**src/opmode_params.svh**
```systemverilog
`ifndef OPMODE_PARAMS_SVH
`define OPMODE_PARAMS_SVH
// mode-select parameter values
`define MSEL_EXT_TOGGLE 4'h0
`define MSEL_PU_FIXED   4'h1
`define MSEL_EXT_FIXED  4'h2
`define MSEL_COMB1      4'h3
`define MSEL_COMB2      4'h4
`define MSEL_SWITCH     4'h6
`define MSEL_ILOCK      4'h7
// input terminal function codes
`define IN_CODE_ILOCK   8'h0C
`define IN_CODE_MODE_TOGGLE_KEY  8'h10
`define IN_CODE_PU_NET  8'h41
`define IN_CODE_EXT_NET 8'h42
// output terminal function codes for the panel-mode indication
`define OUT_CODE_PU_POS 8'h0A
`define OUT_CODE_PU_NEG 8'h6E
// stop logic value that inverts the interlock sense
`define STOP_LOGIC_INV  2'h2
// start-up mode values that power up in network mode
`define STARTUP_NET_A   8'h01
`define STARTUP_NET_B   8'h0A
// parameter number of the mode-select parameter
`define MODE_SELECT_NUM 10'h04F
// terminal counts and frequency width
`define N_IN_TERM       7
`define N_OUT_TERM      3
`define FREQ_W          16
`endif

```
**src/opmode_pkg.sv**
```systemverilog
package opmode_pkg;
  typedef enum logic [2:0] {MODE_EXT, MODE_PU, MODE_NET, MODE_COMB1, MODE_COMB2} mode_t;
  typedef enum logic [1:0] {RUN_EXT, RUN_PANEL, RUN_NET, RUN_HELD} run_src_t;
  typedef enum logic [2:0] {FREQ_EXT, FREQ_PANEL, FREQ_COMB1, FREQ_NET, FREQ_HELD} freq_src_t;
endpackage

```
**src/run_cmd_if.sv**
```systemverilog
`timescale 1ns/10ps
`default_nettype none
`include "opmode_params.svh"
interface run_cmd_if;
  import opmode_pkg::*;
  run_src_t              run_src;
  freq_src_t             freq_src;
  logic                  held_fwd;
  logic                  held_rev;
  logic [`FREQ_W-1:0]    held_freq;
  logic                  cmd_fwd;
  logic                  cmd_rev;
  logic [`FREQ_W-1:0]    cmd_freq;
  modport ctrl (output run_src, freq_src, held_fwd, held_rev, held_freq,
                input cmd_fwd, cmd_rev, cmd_freq);
  modport mux  (input run_src, freq_src, held_fwd, held_rev, held_freq,
                output cmd_fwd, cmd_rev, cmd_freq);
endinterface
`default_nettype wire

```
**src/drive_operation_mode_selector.sv**
```systemverilog
`timescale 1ns/10ps
`default_nettype none
`include "opmode_params.svh"
module drive_operation_mode_selector
  import opmode_pkg::*;
(
  input  wire logic                 clk_sys_in,          // control clock
  input  wire logic                 rstn_in,             // async reset, low
  input  wire logic [3:0]           mode_select_param_in,// operation mode selection
  input  wire logic [7:0]           startup_mode_param_in,// start-up mode
  input  wire logic [1:0]           stop_logic_param_in, // output-stop logic
  input  wire logic [`N_IN_TERM-1:0][7:0] input_function_param_in, // per terminal
  input  wire logic [`N_IN_TERM-1:0] terminal_in,        // input terminal levels
  input  wire logic                 output_stop_in,      // output-stop input
  input  wire logic [`N_OUT_TERM-1:0][7:0] output_function_param_in, // per output
  input  wire logic                 motor_running_in,    // motor not stopped
  input  wire logic                 mode_toggle_key_in,  // toggle key pulse
  input  wire logic                 panel_select_in,     // select panel mode pulse
  input  wire logic                 external_key_in,     // external-mode key pulse
  input  wire logic                 net_cmd_net_in,      // network: go network pulse
  input  wire logic                 net_cmd_ext_in,      // network: go external pulse
  input  wire logic                 panel_new_cmd_in,    // panel issued new command
  input  wire logic                 net_new_cmd_in,      // network issued new command
  input  wire logic                 forward_start_in,    // forward start terminal
  input  wire logic                 reverse_start_in,    // reverse start terminal
  input  wire logic                 panel_fwd_in,        // panel forward run
  input  wire logic                 panel_rev_in,        // panel reverse run
  input  wire logic                 net_fwd_in,          // network forward run
  input  wire logic                 net_rev_in,          // network reverse run
  input  wire logic                 jog_in,              // jog terminal
  input  wire logic                 multi_sel_in,        // multi-speed selected
  input  wire logic                 current_input_enable,// current input enable
  input  wire logic [`FREQ_W-1:0]   jog_freq_in,         // jog frequency
  input  wire logic [`FREQ_W-1:0]   multi_freq_in,       // multi-speed frequency
  input  wire logic [`FREQ_W-1:0]   volt_freq_in,        // voltage analog input
  input  wire logic [`FREQ_W-1:0]   cur_freq_in,         // current analog input
  input  wire logic [`FREQ_W-1:0]   panel_freq_in,       // panel set frequency
  input  wire logic [`FREQ_W-1:0]   net_freq_in,         // network set frequency
  input  wire logic                 param_write_req_in,  // write request pulse
  input  wire logic [9:0]           param_num_in,        // parameter number
  input  wire logic                 param_ext_ok_in,     // writable in external mode
  input  wire logic                 param_cond_ok_in,    // write selection allows
  output mode_t                     op_mode_out,         // current mode
  output logic                      run_fwd_out,         // forward run command
  output logic                      run_rev_out,         // reverse run command
  output logic [`FREQ_W-1:0]        freq_cmd_out,        // set frequency
  output logic                      output_stop_out,     // inverter output stop
  output logic                      interlock_on_out,    // interlock level seen
  output logic [`N_OUT_TERM-1:0]    output_terminal_out, // output terminals
  output logic                      param_write_ack_out, // write accepted
  output logic                      param_write_nak_out  // write refused
);

  // ----------------------------------------------------------------
  // terminal decode
  // ----------------------------------------------------------------
  logic ilock_asg;
  logic ilock_raw;
  logic sw16_asg;
  logic sw16_lvl;
  logic sw65_asg;
  logic sw65_lvl;
  logic sw66_asg;
  logic sw66_lvl;
  logic ilock_on;

  // a function assigned to several terminals reads as their OR
  always_comb
  begin
    ilock_asg = 1'b0;
    ilock_raw = 1'b0;
    sw16_asg  = 1'b0;
    sw16_lvl  = 1'b0;
    sw65_asg  = 1'b0;
    sw65_lvl  = 1'b0;
    sw66_asg  = 1'b0;
    sw66_lvl  = 1'b0;
    for (int i = 0; i < `N_IN_TERM; i++)
    begin
      if (input_function_param_in[i] == `IN_CODE_ILOCK)
      begin
        ilock_asg = 1'b1;
        ilock_raw = ilock_raw | terminal_in[i];
      end
      if (input_function_param_in[i] == `IN_CODE_MODE_TOGGLE_KEY)
      begin
        sw16_asg = 1'b1;
        sw16_lvl = sw16_lvl | terminal_in[i];
      end
      if (input_function_param_in[i] == `IN_CODE_PU_NET)
      begin
        sw65_asg = 1'b1;
        sw65_lvl = sw65_lvl | terminal_in[i];
      end
      if (input_function_param_in[i] == `IN_CODE_EXT_NET)
      begin
        sw66_asg = 1'b1;
        sw66_lvl = sw66_lvl | terminal_in[i];
      end
    end
  end

  // output-stop input stands in when no terminal carries the interlock
  logic ilock_src;
  assign ilock_src = ilock_asg ? ilock_raw : output_stop_in;
  assign ilock_on  = (stop_logic_param_in == `STOP_LOGIC_INV) ?
                     ~ilock_src : ilock_src;

  // ----------------------------------------------------------------
  // state
  // ----------------------------------------------------------------
  mode_t               mode_ff;
  mode_t               nxt_mode;
  logic                init_done_ff;
  logic                sw16_ff;
  logic                sw65_ff;
  logic                sw66_ff;
  logic                held_ff;
  logic                held_fwd_ff;
  logic                held_rev_ff;
  logic [`FREQ_W-1:0]  held_freq_ff;
  logic                run_fwd_ff;
  logic                run_rev_ff;
  logic [`FREQ_W-1:0]  freq_ff;

  // ----------------------------------------------------------------
  // switching permissions
  // ----------------------------------------------------------------
  logic [3:0] msel;
  logic       stopped;
  logic       can_sw;
  logic       net_ok;
  logic       e16;
  logic       e65;
  logic       e66;

  assign msel    = mode_select_param_in;
  assign stopped = ~motor_running_in;
  // switch-over mode changes mode while running
  assign can_sw  = ((msel == `MSEL_EXT_TOGGLE) & stopped) |
                   (msel == `MSEL_SWITCH) |
                   ((msel == `MSEL_ILOCK) & ilock_on & stopped);
  // fixed external still moves to and from network
  assign net_ok  = can_sw | ((msel == `MSEL_EXT_FIXED) & stopped);
  // switch terminals act on a change of level, so a held level is no lock
  assign e16 = sw16_asg & (sw16_lvl ^ sw16_ff);
  assign e65 = sw65_asg & (sw65_lvl ^ sw65_ff);
  assign e66 = sw66_asg & (sw66_lvl ^ sw66_ff);

  // ----------------------------------------------------------------
  // next mode, in priority order
  // ----------------------------------------------------------------
  always_comb
  begin
    nxt_mode = mode_ff;
    if (!init_done_ff)
    begin
      // power-on mode; start-up parameter ranks last
      unique case (msel)
        `MSEL_PU_FIXED: nxt_mode = MODE_PU;
        `MSEL_COMB1:    nxt_mode = MODE_COMB1;
        `MSEL_COMB2:    nxt_mode = MODE_COMB2;
        `MSEL_EXT_TOGGLE, `MSEL_EXT_FIXED, `MSEL_SWITCH:
          if ((startup_mode_param_in == `STARTUP_NET_A) ||
              (startup_mode_param_in == `STARTUP_NET_B))
            nxt_mode = MODE_NET;
          else
            nxt_mode = MODE_EXT;
        default:        nxt_mode = MODE_EXT;
      endcase
    end
    else if (msel == `MSEL_PU_FIXED)
      nxt_mode = MODE_PU;
    else if (msel == `MSEL_COMB1)
      nxt_mode = MODE_COMB1;
    else if (msel == `MSEL_COMB2)
      nxt_mode = MODE_COMB2;
    else if ((msel == `MSEL_ILOCK) && !ilock_on)
      nxt_mode = MODE_EXT;
    else if ((mode_ff == MODE_COMB1) || (mode_ff == MODE_COMB2))
      nxt_mode = MODE_EXT;
    else if ((msel == `MSEL_EXT_FIXED) && (mode_ff == MODE_PU))
      nxt_mode = MODE_EXT;
    else if (e66 && net_ok)
      nxt_mode = sw66_lvl ? MODE_NET : MODE_EXT;
    else if (e65 && can_sw)
      nxt_mode = sw65_lvl ? MODE_NET : MODE_PU;
    else if (e16 && can_sw)
      nxt_mode = sw16_lvl ? MODE_EXT : MODE_PU;
    else if (net_cmd_net_in && net_ok && (mode_ff != MODE_NET))
      nxt_mode = MODE_NET;
    else if (net_cmd_ext_in && net_ok && (mode_ff == MODE_NET))
      nxt_mode = MODE_EXT;
    else if (mode_toggle_key_in && can_sw && (mode_ff != MODE_NET))
      nxt_mode = (mode_ff == MODE_EXT) ? MODE_PU : MODE_EXT;
    else if (panel_select_in && can_sw)
      nxt_mode = MODE_PU;
    else if (external_key_in && can_sw && (mode_ff == MODE_PU))
      nxt_mode = MODE_EXT;
  end

  // mode register; reset parks in external until the first edge decides
  always_ff @(posedge clk_sys_in or negedge rstn_in)
  begin
    if (!rstn_in)
    begin
      mode_ff      <= MODE_EXT;
      init_done_ff <= 1'b0;
    end
    else
    begin
      mode_ff      <= nxt_mode;
      init_done_ff <= 1'b1;
    end
  end

  // previous switch levels; first sample loads without counting as change
  always_ff @(posedge clk_sys_in or negedge rstn_in)
  begin
    if (!rstn_in)
    begin
      sw16_ff <= 1'b0;
      sw65_ff <= 1'b0;
      sw66_ff <= 1'b0;
    end
    else
    begin
      sw16_ff <= sw16_lvl;
      sw65_ff <= sw65_lvl;
      sw66_ff <= sw66_lvl;
    end
  end

  // ----------------------------------------------------------------
  // carried-over direction and frequency
  // ----------------------------------------------------------------
  logic carry;
  logic drop;

  // only switch-over mode carries the running command across
  assign carry = (msel == `MSEL_SWITCH) && (nxt_mode != mode_ff) &&
                 ((nxt_mode == MODE_PU) || (nxt_mode == MODE_NET));
  // a new command from the owning source retires the carried one
  assign drop  = (nxt_mode == MODE_EXT) ||
                 ((mode_ff == MODE_PU) && panel_new_cmd_in) ||
                 ((mode_ff == MODE_NET) && net_new_cmd_in);

  // capture beats retire; only reset loses it otherwise
  always_ff @(posedge clk_sys_in or negedge rstn_in)
  begin
    if (!rstn_in)
    begin
      held_ff      <= 1'b0;
      held_fwd_ff  <= 1'b0;
      held_rev_ff  <= 1'b0;
      held_freq_ff <= '0;
    end
    else if (carry)
    begin
      held_ff      <= 1'b1;
      held_fwd_ff  <= run_fwd_ff;
      held_rev_ff  <= run_rev_ff;
      held_freq_ff <= freq_ff;
    end
    else if (drop)
      held_ff <= 1'b0;
  end

  // ----------------------------------------------------------------
  // command sources
  // ----------------------------------------------------------------
  run_cmd_if cmd ();

  always_comb
  begin
    unique case (mode_ff)
      MODE_EXT:
      begin
        cmd.run_src  = RUN_EXT;
        cmd.freq_src = FREQ_EXT;
      end
      MODE_PU:
      begin
        cmd.run_src  = held_ff ? RUN_HELD : RUN_PANEL;
        cmd.freq_src = held_ff ? FREQ_HELD : FREQ_PANEL;
      end
      MODE_NET:
      begin
        cmd.run_src  = held_ff ? RUN_HELD : RUN_NET;
        cmd.freq_src = held_ff ? FREQ_HELD : FREQ_NET;
      end
      MODE_COMB1:
      begin
        cmd.run_src  = RUN_EXT;
        cmd.freq_src = FREQ_COMB1;
      end
      MODE_COMB2:
      begin
        cmd.run_src  = RUN_PANEL;
        cmd.freq_src = FREQ_EXT;
      end
      default:
      begin
        cmd.run_src  = RUN_EXT;
        cmd.freq_src = FREQ_EXT;
      end
    endcase
  end

  assign cmd.held_fwd  = held_fwd_ff;
  assign cmd.held_rev  = held_rev_ff;
  assign cmd.held_freq = held_freq_ff;

  run_cmd_mux u_mux (
    .sel           (cmd.mux),
    .ext_fwd_in    (forward_start_in),
    .ext_rev_in    (reverse_start_in),
    .panel_fwd_in  (panel_fwd_in),
    .panel_rev_in  (panel_rev_in),
    .net_fwd_in    (net_fwd_in),
    .net_rev_in    (net_rev_in),
    .jog_in        (jog_in),
    .multi_sel_in  (multi_sel_in),
    .cur_en_in     (current_input_enable),
    .jog_freq_in   (jog_freq_in),
    .multi_freq_in (multi_freq_in),
    .volt_freq_in  (volt_freq_in),
    .cur_freq_in   (cur_freq_in),
    .panel_freq_in (panel_freq_in),
    .net_freq_in   (net_freq_in)
  );

  // registered run command; also the value carried at a switch-over
  always_ff @(posedge clk_sys_in or negedge rstn_in)
  begin
    if (!rstn_in)
    begin
      run_fwd_ff <= 1'b0;
      run_rev_ff <= 1'b0;
      freq_ff    <= '0;
    end
    else
    begin
      run_fwd_ff <= cmd.cmd_fwd;
      run_rev_ff <= cmd.cmd_rev;
      freq_ff    <= cmd.cmd_freq;
    end
  end

  // ----------------------------------------------------------------
  // output stop and indications
  // ----------------------------------------------------------------
  logic                   stop_ff;
  logic                   ilock_ff;
  logic [`N_OUT_TERM-1:0] out_term_ff;
  logic [`N_OUT_TERM-1:0] nxt_out_term;

  // outputs with other codes belong to other functions and idle low
  always_comb
  begin
    for (int j = 0; j < `N_OUT_TERM; j++)
    begin
      if (output_function_param_in[j] == `OUT_CODE_PU_POS)
        nxt_out_term[j] = (nxt_mode == MODE_PU);
      else if (output_function_param_in[j] == `OUT_CODE_PU_NEG)
        nxt_out_term[j] = (nxt_mode != MODE_PU);
      else
        nxt_out_term[j] = 1'b0;
    end
  end

  // under mode 7 the output-stop input may be the interlock, not a stop
  always_ff @(posedge clk_sys_in or negedge rstn_in)
  begin
    if (!rstn_in)
    begin
      stop_ff     <= 1'b0;
      ilock_ff    <= 1'b0;
      out_term_ff <= '0;
    end
    else
    begin
      if (msel == `MSEL_ILOCK)
        stop_ff <= ilock_on && (nxt_mode == MODE_EXT);
      else
        stop_ff <= output_stop_in;
      ilock_ff    <= ilock_on;
      out_term_ff <= nxt_out_term;
    end
  end

  // ----------------------------------------------------------------
  // parameter write gate
  // ----------------------------------------------------------------
  logic ack_ff;
  logic nak_ff;
  logic wr_ok;

  always_comb
  begin
    if ((msel == `MSEL_ILOCK) && !ilock_on)
      wr_ok = (param_num_in == `MODE_SELECT_NUM);
    else if (mode_ff == MODE_EXT)
      wr_ok = param_ext_ok_in && param_cond_ok_in;
    else
      wr_ok = param_cond_ok_in;
  end

  always_ff @(posedge clk_sys_in or negedge rstn_in)
  begin
    if (!rstn_in)
    begin
      ack_ff <= 1'b0;
      nak_ff <= 1'b0;
    end
    else
    begin
      ack_ff <= param_write_req_in && wr_ok;
      nak_ff <= param_write_req_in && !wr_ok;
    end
  end

  assign op_mode_out         = mode_ff;
  assign run_fwd_out         = run_fwd_ff;
  assign run_rev_out         = run_rev_ff;
  assign freq_cmd_out        = freq_ff;
  assign output_stop_out     = stop_ff;
  assign interlock_on_out    = ilock_ff;
  assign output_terminal_out = out_term_ff;
  assign param_write_ack_out = ack_ff;
  assign param_write_nak_out = nak_ff;

endmodule
`default_nettype wire

```
**src/run_cmd_mux.sv**
```systemverilog
`timescale 1ns/10ps
`default_nettype none
`include "opmode_params.svh"
module run_cmd_mux
  import opmode_pkg::*;
(
  run_cmd_if.mux                    sel,              // source selection
  input  wire logic                 ext_fwd_in,       // forward start terminal
  input  wire logic                 ext_rev_in,       // reverse start terminal
  input  wire logic                 panel_fwd_in,     // panel forward run
  input  wire logic                 panel_rev_in,     // panel reverse run
  input  wire logic                 net_fwd_in,       // network forward run
  input  wire logic                 net_rev_in,       // network reverse run
  input  wire logic                 jog_in,           // jog selected
  input  wire logic                 multi_sel_in,     // a multi-speed is selected
  input  wire logic                 cur_en_in,        // current input enable
  input  wire logic [`FREQ_W-1:0]   jog_freq_in,      // jog frequency
  input  wire logic [`FREQ_W-1:0]   multi_freq_in,    // selected multi-speed
  input  wire logic [`FREQ_W-1:0]   volt_freq_in,     // voltage analog input
  input  wire logic [`FREQ_W-1:0]   cur_freq_in,      // current analog input
  input  wire logic [`FREQ_W-1:0]   panel_freq_in,    // panel set frequency
  input  wire logic [`FREQ_W-1:0]   net_freq_in       // network set frequency
);
  // external frequency: jog, then multi-speed, then analog
  logic [`FREQ_W-1:0] ext_freq;
  always_comb
  begin
    if (jog_in)
      ext_freq = jog_freq_in;
    else if (multi_sel_in)
      ext_freq = multi_freq_in;
    else if (cur_en_in)
      ext_freq = cur_freq_in;
    else
      ext_freq = volt_freq_in;
  end

  // run command source
  always_comb
  begin
    unique case (sel.run_src)
      RUN_EXT:   {sel.cmd_fwd, sel.cmd_rev} = {ext_fwd_in, ext_rev_in};
      RUN_PANEL: {sel.cmd_fwd, sel.cmd_rev} = {panel_fwd_in, panel_rev_in};
      RUN_NET:   {sel.cmd_fwd, sel.cmd_rev} = {net_fwd_in, net_rev_in};
      RUN_HELD:  {sel.cmd_fwd, sel.cmd_rev} = {sel.held_fwd, sel.held_rev};
    endcase
  end

  // frequency source; combined mode 1 lets multi-speed beat the panel
  always_comb
  begin
    unique case (sel.freq_src)
      FREQ_EXT:   sel.cmd_freq = ext_freq;
      FREQ_PANEL: sel.cmd_freq = panel_freq_in;
      FREQ_COMB1: sel.cmd_freq = multi_sel_in ? multi_freq_in :
                                 (cur_en_in ? cur_freq_in : panel_freq_in);
      FREQ_NET:   sel.cmd_freq = net_freq_in;
      FREQ_HELD:  sel.cmd_freq = sel.held_freq;
      default:    sel.cmd_freq = ext_freq;
    endcase
  end
endmodule
`default_nettype wire
```
**config.mk**
```make
export PLATFORM = sky130hd
export DESIGN_NAME = drive_operation_mode_selector
export DESIGN_NICKNAME = d
export VERILOG_FILES = /design/src/opmode_pkg.sv /design/src/run_cmd_if.sv /design/src/drive_operation_mode_selector.sv /design/src/run_cmd_mux.sv
export VERILOG_INCLUDE_DIRS = /design/src
export SDC_FILE = /design/constraint.sdc
export NUM_CORES = 1
export LEC_CHECK = 0
export BUFFER_PORTS_ARGS = -buffer_cell sky130_fd_sc_hd__buf_4
export CORE_MARGIN = 3
export CORE_UTILIZATION = 25
export CTS_CLUSTER_SIZE = 24
export DETAILED_ROUTE_END_ITERATION = 10
export PLACE_DENSITY = 0.58
export SETUP_SLACK_MARGIN = 0.5
export SYNTH_ARGS = -nofsm -noshare
export SYNTH_HDL_FRONTEND = slang
export SYNTH_SLANG_ARGS = --single-unit
```
**constraint.sdc**
```tcl
create_clock -name clk_sys_in -period 5.4 [get_ports clk_sys_in]
set_clock_uncertainty 0.05 [all_clocks]
set_input_delay 0.27 -clock clk_sys_in [delete_from_list [all_inputs] [get_ports clk_sys_in]]
set_output_delay 0.27 -clock clk_sys_in [all_outputs]
set_load 0.02 [all_outputs]
```
==> impl_metrics.py, run 1 <==
metrics = {
    "timing": {
        "period_share_pct": 74.7,
        "fin_ws_ps": 1370,
        "final_max_slew_viol_count": 0,
        "hold_violations": 0,
        "rsz0062_at_grt": "false",
        "tns_ps": 0,
        "slew_headroom_pct": 35.4,
        "whs_ps": 137,
        "worst_pin_slew_ps": 960,
        "fmax_ghz": 0.248,
        "period_minus_slack_ps": 4030,
        "setup_violations": 0,
    },
    "power": {
        "p_int_mw": 0.908,
        "pwr-share-seq_pct": 37.1,
        "clockPowerShare_pct": 24.9,
        "p_comb_share_pct": 38.1,
        "power_density_nw_per_um2": 201,
        "p_switching_mw": 0.453,
        "leakage_nw": 3.04,
        "ir_drop_mv": 0.125,
        "sw_frac_of_total_pct": 33.3,
        "totalPowerFinal_mw": 1.36,
    },
    "synthesis": {
        "synth_largest_type_area_fraction_pct": 28.2,
        "ys_ff_latch": 51,
        "synth_fa_ha_area_share_pct": 0,
        "yosysSeqAreaShare_pct": 28.2,
        "synth_edf_count": 0,
        "syn_area_um2": 4520,
        "muxShareOfSynthArea_pct": 7.00,
        "synth_cells": 545,
        "syn_nets": 775,
        "async_reset_ff_share_pct": 100,
        "synth-xor-area-share_pct": 1.33,
        "synth_area_leaders": "dfrtp_1 28%, a21oi_1 7.3%, a221oi_1 6.4%",
        "yosys.area.top_type": "dfrtp_1",
        "synth_common_cells": "66 x a21oi_1, 51 x dfrtp_1, 37 x nor2_1",
        "synth_flop_cell": "dfrtp_1",
        "syn_area_per_cell_um2": 8.30,
        "synthSimpleGateAreaFrac_pct": 29.0,
        "synth_compound_area_share_pct": 28.5,
        "synth_top_family_by_area": "simple AND/OR/NAND/NOR gates",
        "post-synth-top-count-cell": "a21oi_1",
        "yosysWarnings": 0,
        "ys_types": 82,
    },
    "layout": {
        "fin_nets": 1017,
        "utilization_pct": 38.8,
        "finalNonFillerCells": 1013,
        "n_fill_cell": 1813,
        "diodes": 0,
        "final_area_um2": 6780,
        "drive_above_1_share_pct": 39.6,
        "area_delta_synth_final_pct": 50.0,
    },
    "routing": {
        "via_per_inst": 5.31,
        "drtIter0Drc": 327,
        "drtAntennaViolNets": 0,
        "firstDrtPassIters": 4,
        "wirelength_um": 18200,
        "drc": 0,
        "routedWlPerCell_um": 17.9,
        "route.vias.total": 5382,
    },
    "critical_path": {
        "path_depth": 13,
        "cp_top_family": "simple AND/OR/NAND/NOR gates",
        "cp.buffers_inverters": 1,
        "worst_setup_path_end_kind": "flop",
        "worstRegToRegCells": 11,
        "cp_max_fo": 19,
        "crit_chain": "buf_4 > nor3_1 > nor4b_1 > a32oi_1 > and3_1 > and4_4 > a211oi_4 > a21o_2 > o2111ai_2 > and2b_2 > xnor2_2 > a31oi_4 > mux2_2",
        "cp.required_ps": 5530,
        "slowest_stage": "a31oi_4",
        "critPathKind": "in -> reg",
        "arrival_ps": 4160,
        "slowest_delay_ps": 710,
        "cp-start-kind": "input port",
    },
    "clock_tree": {
        "cts_root_buf": "clkbuf_16",
        "cts_tree": "done",
        "cts.sinks": 51,
        "post-cts-setup-buffers": 0,
        "h-tree-depth": 2,
        "clk_pin_slew_ps": 70,
        "cts_buffer_depth": 2,
        "cts_buffers": 5,
        "clock_latency_ps": 290,
    },
    "placement": {
        "place_worst_setup_slack_ps": 1100,
        "dpl_cell_area_um2": 6620,
        "hpwlAfterDp_um": 14400,
        "gp_congestion": 0.896,
        "dp.cells": 1004,
        "io_buffers": 257,
    },
    "min_path": {
        "whs_path_depth": 3,
        "hp-class": "in -> reg",
    },
    "global_route": {
        "grt_pass1_vias": 5258,
        "antenna_found_initial": 0,
        "grt_pass1_wl_um": 28200,
        "grt.total_usage_pct": 17.4,
        "grt_start_max_net_pins": 52,
        "grt_overflow": 0,
    },
    "outcome": {
        "status": "finished, final reports clean",
    },
    "floorplanning": {
        "pin_count": 258,
        "num_rows": 48,
        "start_util_pct": 25.9,
        "die_h_um": 141,
        "core_um2": 17500,
        "fp.dieW_um": 141,
        "die_area_um2": 19700,
    },
    "run": {
        "cap_viol_max_count": 0,
    },
}
cells in the final DEF, fill, tap and decap left out, types with 7 or more instances in the layout:
master	count
nand2_1	24
nand4_1	15
nand3_1	19
o21ai_0	26
a21oi_1	66
mux2i_1	8
nor4b_1	15
a221oi_1	33
nor3_1	25
nand4b_1	7
nor2_1	37
nand2b_1	36
buf_4	261
nor4_1	9
mux2_4	9
inv_1	28
dfrtp_1	51
mux2_2	9
a221o_1	16
registers in the layout, indices dropped and copies added (netlist names), 3 cells and up:
name                 cells
freq_cmd_out            16
op_mode_out              3
cmd.held_freq           16
output_terminal_out      3
logic make-up after synthesis:
group / after synthesis
and+or+nand+nor: 223
AOI/OAI and AO/OA: 183
buffers and inverters: 55
DFF: 51
muxes: 26
xor gates and xnor gates: 6
other: 1
cell type report:
class                      count  area [um2]  area share, %
multi-input combinational    439        3000           44.2
inverter                      28         105           1.55
sequential                    51        1280           18.8
timing repair buffer         262        1970           29.0
clock inverter                 2        16.3          0.240
clock buffer                   6         139           2.05
tap                          225         282           4.15
tightest hold or removal path: stages:
cell and delay, ps:
buf_4 80, a21oi_1 40, o21ai_0 50
power by group through the flow:
stage	clock (mW)	sequential, mW	combinational [mW]
floorplan	0	0.535	0.215
global placement	0	0.513	0.515
detailed placement	0	0.511	0.519
CTS	0.350	0.505	0.521
global route	0.364	0.515	0.565
finish	0.339	0.505	0.518
layer usage:
| metal | up-vias | global-route usage [%] | routed length [um] | share of wire (%) |
|---|---|---|---|---|
| li1 | 2610 | - | - | - |
| met1 | 2562 | 24.2 | 8190 | 45 |
| met2 | 188 | 28.0 | 8530 | 47 |
| met3 | 22 | 3.07 | 1090 | 6.0 |
| met4 | 0 | 4.28 | 357 | 2.0 |
| met5 | - | 0 | 0 | 0 |
final timing paths:
path / start / end / slack [ps]
hold / removal: net_freq_in[12] / freq_cmd_out[12]$_DFF_PN0_ / 140
hold reg to reg: freq_cmd_out[14]$_DFF_PN0_ / cmd.held_freq[14]$_DFFE_PN0P_ / 460
setup / recovery: input_function_param_in[24] / cmd.held_freq[2]$_DFFE_PN0P_ / 1370
min in group asynchronous: rstn_in / freq_cmd_out[6]$_DFF_PN0_ / 510
max in group asynchronous: rstn_in / cmd.held_freq[1]$_DFFE_PN0P_ / 4330
setup reg to reg: op_mode_out[1]$_DFF_PN0_ / cmd.held_freq[2]$_DFFE_PN0P_ / 1430
what timing repair did:
action | 4_1_cts | 5_1_grt
hold buffers | 1 | 0
hold endpoints to repair | 19 | 0
resized for setup | 0 | 0
(Power assumes the default switching activity.)
==> inputs of run 2 (changes only) <==
--- a/config.mk
+++ b/config.mk
@@ -6,12 +6,13 @@
 export SDC_FILE = /design/constraint.sdc
 export NUM_CORES = 1
 export LEC_CHECK = 0
+export ABC_AREA = 1
 export BUFFER_PORTS_ARGS = -buffer_cell sky130_fd_sc_hd__buf_4
 export CORE_MARGIN = 3
 export CORE_UTILIZATION = 25
 export CTS_CLUSTER_SIZE = 24
 export DETAILED_ROUTE_END_ITERATION = 10
-export PLACE_DENSITY = 0.58
+export PLACE_DENSITY = 0.59
 export SETUP_SLACK_MARGIN = 0.5
 export SYNTH_ARGS = -nofsm -noshare
 export SYNTH_HDL_FRONTEND = slang
==> constraint.sdc (replaced) <==
create_clock -name clk_sys_in -period 3.55 [get_ports clk_sys_in]
set_clock_uncertainty 0.05 [all_clocks]
set_input_delay 0.1775 -clock clk_sys_in [delete_from_list [all_inputs] [get_ports clk_sys_in]]
set_output_delay 0.1775 -clock clk_sys_in [all_outputs]
set_load 0.02 [all_outputs]
==> run 2 against run 1 <==
Sequential cell count unchanged. Core utilization down 0.41 points. Register-to-register slack worse by 560 ps. Final cell count up 30%. Critical path depth up 6. Global-route usage up 0.31 points. Clock power up 53%. Worst setup slack worse by 500 ps. Synthesized cell count up 48%. Area after synthesis up 9.4%. Critical path type is now reg -> reg. Largest power group unchanged.
==> impl_metrics.py, run 2 <==
metrics = {
    "placement": {
        "gp_congestion": 0.915,
        "place_worst_setup_slack_ps": 520,
        "io_buffers": 257,
        "hpwlAfterDp_um": 16200,
    },
    "timing": {
        "hold_violations": 0,
        "period_share_pct": 75.5,
        "fmax_ghz": 0.373,
        "worst_pin_slew_ps": 980,
        "rsz0062_at_grt": "false",
        "period_minus_slack_ps": 2680,
        "tns_ps": 0,
        "slew_headroom_pct": 34.6,
        "final_max_slew_viol_count": 0,
        "fin_ws_ps": 870,
        "setup_violations": 0,
    },
    "global_route": {
        "antenna_found_initial": 0,
        "grt_overflow": 0,
        "grt_pass1_wl_um": 31200,
        "grt.total_usage_pct": 17.7,
        "grt_start_max_net_pins": 52,
        "grt_pass1_vias": 6061,
    },
    "synthesis": {
        "yosys.area.top_type": "dfrtp_1",
        "yosysWarnings": 0,
        "yosysSeqAreaShare_pct": 25.8,
        "synth_flop_cell": "dfrtp_1",
        "async_reset_ff_share_pct": 100,
        "synth_largest_type_area_fraction_pct": 25.8,
        "synth_common_cells": "231 x nand2_1, 105 x inv_1, 70 x nand3_1",
        "ys_ff_latch": 51,
        "post-synth-top-count-cell": "nand2_1",
        "synth_edf_count": 0,
        "syn_nets": 1038,
        "synth_cells": 808,
        "ys_types": 44,
        "syn_area_per_cell_um2": 6.13,
        "syn_area_um2": 4950,
        "synth_area_leaders": "dfrtp_1 26%, nand2_1 18%, inv_1 8.0%",
    },
    "layout": {
        "area_delta_synth_final_pct": 48.0,
        "fin_nets": 1282,
        "drive_above_1_share_pct": 33.3,
        "final_common_cell": "buf_4",
        "diodes": 0,
        "final_cell_mix": "262 x buf_4, 231 x nand2_1, 105 x inv_1",
    },
    "run": {
        "cap_viol_max_count": 0,
    },
    "outcome": {
        "status": "finished, final reports clean",
    },
    "clock_tree": {
        "cts_root_buf": "clkbuf_16",
        "clk_pin_slew_ps": 70,
        "cts.sinks": 51,
        "h-tree-depth": 2,
        "cts_buffers": 5,
        "cts_buffer_depth": 2,
        "clock_latency_ps": 300,
        "cts_tree": "done",
    },
    "routing": {
        "via_per_inst": 4.64,
        "route.vias.total": 6096,
        "drc": 0,
        "firstDrtPassIters": 5,
        "wirelength_um": 19600,
        "drtAntennaViolNets": 0,
        "routedWlPerCell_um": 14.9,
        "drtIter0Drc": 356,
    },
    "critical_path": {
        "cp.required_ps": 3700,
        "worst_setup_path_end_kind": "flop",
        "cp_max_fo": 19,
        "critPathKind": "reg -> reg",
        "arrival_ps": 2830,
        "cp-start-kind": "flop",
    },
    "floorplanning": {
        "num_rows": 50,
        "core_um2": 19100,
        "die_h_um": 147,
        "die_area_um2": 21500,
        "start_util_pct": 25.9,
        "pin_count": 258,
        "fp.dieW_um": 147,
    },
    "min_path": {
        "hp-class": "in -> reg",
    },
    "power": {
        "totalPowerFinal_mw": 2.08,
        "ir_drop_mv": 0.225,
        "leakage_nw": 3.95,
        "power_density_nw_per_um2": 284,
    },
}
## run 2: cell types whose count changed after synthesis, moves of 33 or more
cell and change:
a221oi_1 -33, nand2b_1 -36, a21oi_1 -48, nand3_1 +51, inv_1 +77, nand2_1 +207
## run 2: logic make-up after synthesis
group,count (synthesis),synth area share (%)
flops,51,25.8
simple gates,492,48.0
other cells,1,0.0758
compound gates,105,13.8
buf+inv,159,12.4
## run 2: final timing paths
path,from,to,slack (ps),cells after the start
min in group asynchronous,rstn_in,cmd.held_freq[10]$_DFFE_PN0P_,410,2
hold / removal,panel_freq_in[1],freq_cmd_out[1]$_DFF_PN0_,50,3
max in group asynchronous,rstn_in,op_mode_out[1]$_DFF_PN0_,2530,2
hold reg to reg,cmd.held_fwd$_DFFE_PN0P_,cmd.held_fwd$_DFFE_PN0P_,430,2
setup / recovery,op_mode_out[1]$_DFF_PN0_,cmd.held_freq[2]$_DFFE_PN0P_,870,19
setup reg to reg,op_mode_out[1]$_DFF_PN0_,cmd.held_freq[2]$_DFFE_PN0P_,870,19
## run 2: metrics by stage
stage               cell area, um2  cells  hold slack [ps]  util, %
global placement              7140   1303              219     37.4
detailed placement            7140   1303              224     37.4
global route                  7330   1313             63.8     38.4
floorplan                     4950    808             -168        -
finish                        7330   1313             51.6     38.4
CTS                           7310   1312             45.9     38.3
## run 2: critical path, stage by stage, from the launching register on
cell	delay (ps)
dfrtp_2	470
inv_1	130
nor2_1	70
nand2_1	230
nand2_1	110
nand2_1	100
nand3_2	100
nand2_1	90
nand3_1	70
nand2_1	70
nand2_1	60
nand2_1	80
nand2_1	60
nand2_2	110
nand3_4	140
nand2_4	230
nand3_4	100
buf_12	170
nand2_1	70
nand2_1	50
## run 2: routing by layer
layer  vias up  global-route usage (%)  wire, um
met3        26                    2.87      1290
li1       3150                       -         -
met5         -                       0         0
met1      2694                    23.4      8550
met4         0                    5.03       455
met2       226                    29.9      9280
## run 2: area by class of cell
| class | instances | area (um2) |
|---|---|---|
| Clock buffer | 6 | 139 |
| Clock inverter | 2 | 16.3 |
| Fill cell | 2045 | 11800 |
| Inverter | 132 | 495 |
| Multi-Input combinational cell | 598 | 3080 |
| Sequential cell | 51 | 1280 |
| Tap cell | 260 | 325 |
| Timing Repair Buffer | 264 | 2000 |
## run 2: what timing repair did
action | 4_1_cts | 5_1_grt
endpoints found under the setup margin | 0 | 19
buffers inserted | 0 | 1
gates resized for setup | 0 | 1
hold endpoints to repair | 51 | 0
hold buffers | 1 | 0
## run 2: power by group
part / total, mW / leakage, nW / switching, mW / internal, mW
logic: 0.797 / 3.22 / 0.433 / 0.365
clock network: 0.518 / 0.0731 / 0.235 / 0.283
registers: 0.764 / 0.650 / 0.0789 / 0.685
==> inputs of run 3 (changes only) <==
--- a/config.mk
+++ b/config.mk
@@ -6,13 +6,13 @@
 export SDC_FILE = /design/constraint.sdc
 export NUM_CORES = 1
 export LEC_CHECK = 0
-export ABC_AREA = 1
+export ABC_AREA = 0
 export BUFFER_PORTS_ARGS = -buffer_cell sky130_fd_sc_hd__buf_4
 export CORE_MARGIN = 3
 export CORE_UTILIZATION = 25
 export CTS_CLUSTER_SIZE = 24
 export DETAILED_ROUTE_END_ITERATION = 10
-export PLACE_DENSITY = 0.59
+export PLACE_DENSITY = 0.6
 export SETUP_SLACK_MARGIN = 0.5
 export SYNTH_ARGS = -nofsm -noshare
 export SYNTH_HDL_FRONTEND = slang
==> constraint.sdc (replaced) <==
create_clock -name clk_sys_in -period 2.16 [get_ports clk_sys_in]
set_clock_uncertainty 0.05 [all_clocks]
set_input_delay 0.108 -clock clk_sys_in [delete_from_list [all_inputs] [get_ports clk_sys_in]]
set_output_delay 0.108 -clock clk_sys_in [all_outputs]
set_load 0.02 [all_outputs]
==> run 3 against run 2 <==
The flow now finishes with violations (setup timing). Combinational power increased by 110%. First-iteration DRC count decreased by 31%. Worst setup slack lost 1900 ps. Die area shrank 8.3%. Wire length shrank 1.3%.
==> impl_metrics.py, run 3 (synthesis results as in run 1) <==
metrics = {
    "timing": {
        "final_max_slew_viol_count": 0,
        "fin_ws_ps": -1040,
        "period_minus_slack_ps": 3200,
        "fmax_ghz": 0.312,
        "slew_headroom_pct": 54.4,
        "worst_pin_slew_ps": 684,
        "tns_ps": -23520,
        "rsz0062_at_grt": "true",
        "hold_violations": 0,
        "period_share_pct": 148,
        "setup_violations": 26,
        "whs_ps": 4.32,
    },
    "critical_path": {
        "slowest_stage": "or4_4",
        "worst_setup_path_end_kind": "flop",
        "slowest_delay_ps": 540,
        "cp_max_fo": 10,
        "cp-start-kind": "input port",
        "cp.required_ps": 2270,
        "crit_chain": "buf_6 > or4_4 > nor4_4 > a222oi_1 > and3_4 > mux2i_1 > o41ai_2 > a31oi_2 > a41oi_2 > nor3b_2 > o21ai_1 > a31oi_4 > buf_4 > buf_12 > mux2_2",
        "arrival_ps": 3310,
        "critPathKind": "in -> reg",
    },
    "routing": {
        "wirelength_um": 19300,
        "route.vias.total": 5884,
        "drtIter0Drc": 244,
        "drc": 0,
        "routedWlPerCell_um": 16.8,
        "firstDrtPassIters": 5,
        "via_per_inst": 5.12,
        "drtAntennaViolNets": 0,
    },
    "run": {
        "cap_viol_max_count": 0,
    },
    "layout": {
        "area_delta_synth_final_pct": 84.0,
        "n_fill_cell": 1723,
        "diodes": 0,
        "utilization_pct": 47.6,
        "drive_above_1_share_pct": 52.5,
        "fin_nets": 1154,
        "final_common_cell": "buf_4",
        "final_area_um2": 8320,
        "final_cell_mix": "368 x buf_4, 56 x a21oi_1, 49 x dfrtp_1",
        "finalNonFillerCells": 1149,
    },
    "global_route": {
        "antenna_found_initial": 0,
        "grt_start_max_net_pins": 52,
        "grt_pass1_wl_um": 29600,
        "grt_pass1_vias": 5726,
        "grt_overflow": 0,
        "grt.total_usage_pct": 18.3,
    },
    "clock_tree": {
        "cts_root_buf": "clkbuf_16",
        "clk_pin_slew_ps": 60,
        "clock_latency_ps": 280,
        "h-tree-depth": 2,
        "cts_buffer_depth": 2,
        "cts.sinks": 51,
        "cts_buffers": 5,
        "cts_tree": "done",
    },
    "power": {
        "p_switching_mw": 1.20,
        "p_comb_share_pct": 43.9,
        "p_int_mw": 2.59,
        "sw_frac_of_total_pct": 31.7,
        "ir_drop_mv": 0.337,
        "clockPowerShare_pct": 23.2,
        "pwr-share-seq_pct": 32.9,
        "power_density_nw_per_um2": 455,
        "leakage_nw": 3.86,
        "totalPowerFinal_mw": 3.79,
    },
    "placement": {
        "io_buffers": 257,
        "dp.cells": 1113,
        "place_worst_setup_slack_ps": -1470,
        "hpwlAfterDp_um": 15000,
        "dpl_cell_area_um2": 7530,
        "gp_congestion": 0.878,
    },
    "outcome": {
        "violations": "setup timing",
        "status": "finished, violations left",
    },
    "floorplanning": {
        "fp.dieW_um": 141,
        "pin_count": 258,
        "die_h_um": 141,
        "core_um2": 17500,
        "die_area_um2": 19700,
        "start_util_pct": 25.9,
        "num_rows": 48,
    },
    "min_path": {
        "hp-class": "in -> reg",
    },
}
==> run 3: path summary, 6_finish.rpt <==
check	depth (start not counted)	from	slack, ps	endpoint
min	3	net_freq_in[4]	4	freq_cmd_out[4]$_DFF_PN0_
max	15	input_function_param_in[41]	-1040	cmd.held_freq[3]$_DFFE_PN0P_
max reg2reg	14	op_mode_out[0]$_DFF_PN0_	-810	cmd.held_freq[12]$_DFFE_PN0P_
min reg2reg	1	freq_cmd_out[1]$_DFF_PN0_	460	cmd.held_freq[1]$_DFFE_PN0P_
min in group asynchronous	2	rstn_in	360	cmd.held_freq[11]$_DFFE_PN0P_
max in group asynchronous	2	rstn_in	1210	op_mode_out[2]$_DFF_PN0_
==> run 3: final cells by class <==
cell class	instances	area, um2	area share, %
multi-input combinational	440	3290	39.5
tap	225	282	3.38
clock buffer	6	129	1.55
clock inverter	1	30.0	0.361
sequential	51	1280	15.4
timing repair buffer	398	3210	38.6
inverter	28	105	1.26
==> run 3: worst max-delay path, delay by kind of cell <==
family / cells / cell delay, ps
AOI/OAI and AO/OA: 6 / 1170
buffers and inverters: 3 / 360
muxes: 2 / 450
and+or+nand+nor: 4 / 1210
==> run 3: metal layers <==
layer,track usage [%],up-vias,share of wire [%]
li1,-,2888,-
met1,23.3,2767,42
met2,32.4,207,49
met3,2.90,22,6.5
met4,3.88,0,1.8
met5,0,-,0
==> run 3: power by group through the flow <==
stage | Combinational, mW | Clock, mW | Sequential (mW)
global route | 1.79 | 0.948 | 1.27
detailed placement | 1.49 | 0 | 1.26
CTS | 1.64 | 0.906 | 1.25
floorplan | 0.579 | 0 | 1.34
finish | 1.66 | 0.879 | 1.25
global placement | 1.49 | 0 | 1.26
==> run 3: repair_timing <==
item / CTS / global route
pin swaps: 25 / 17
hold buffers: 8 / 0
buffers inserted: 15 / 1
gates cloned: 5 / 0
gates resized for setup: 56 / 21
hold endpoints to repair: 58 / 0
endpoints found under the setup margin: 45 / 46
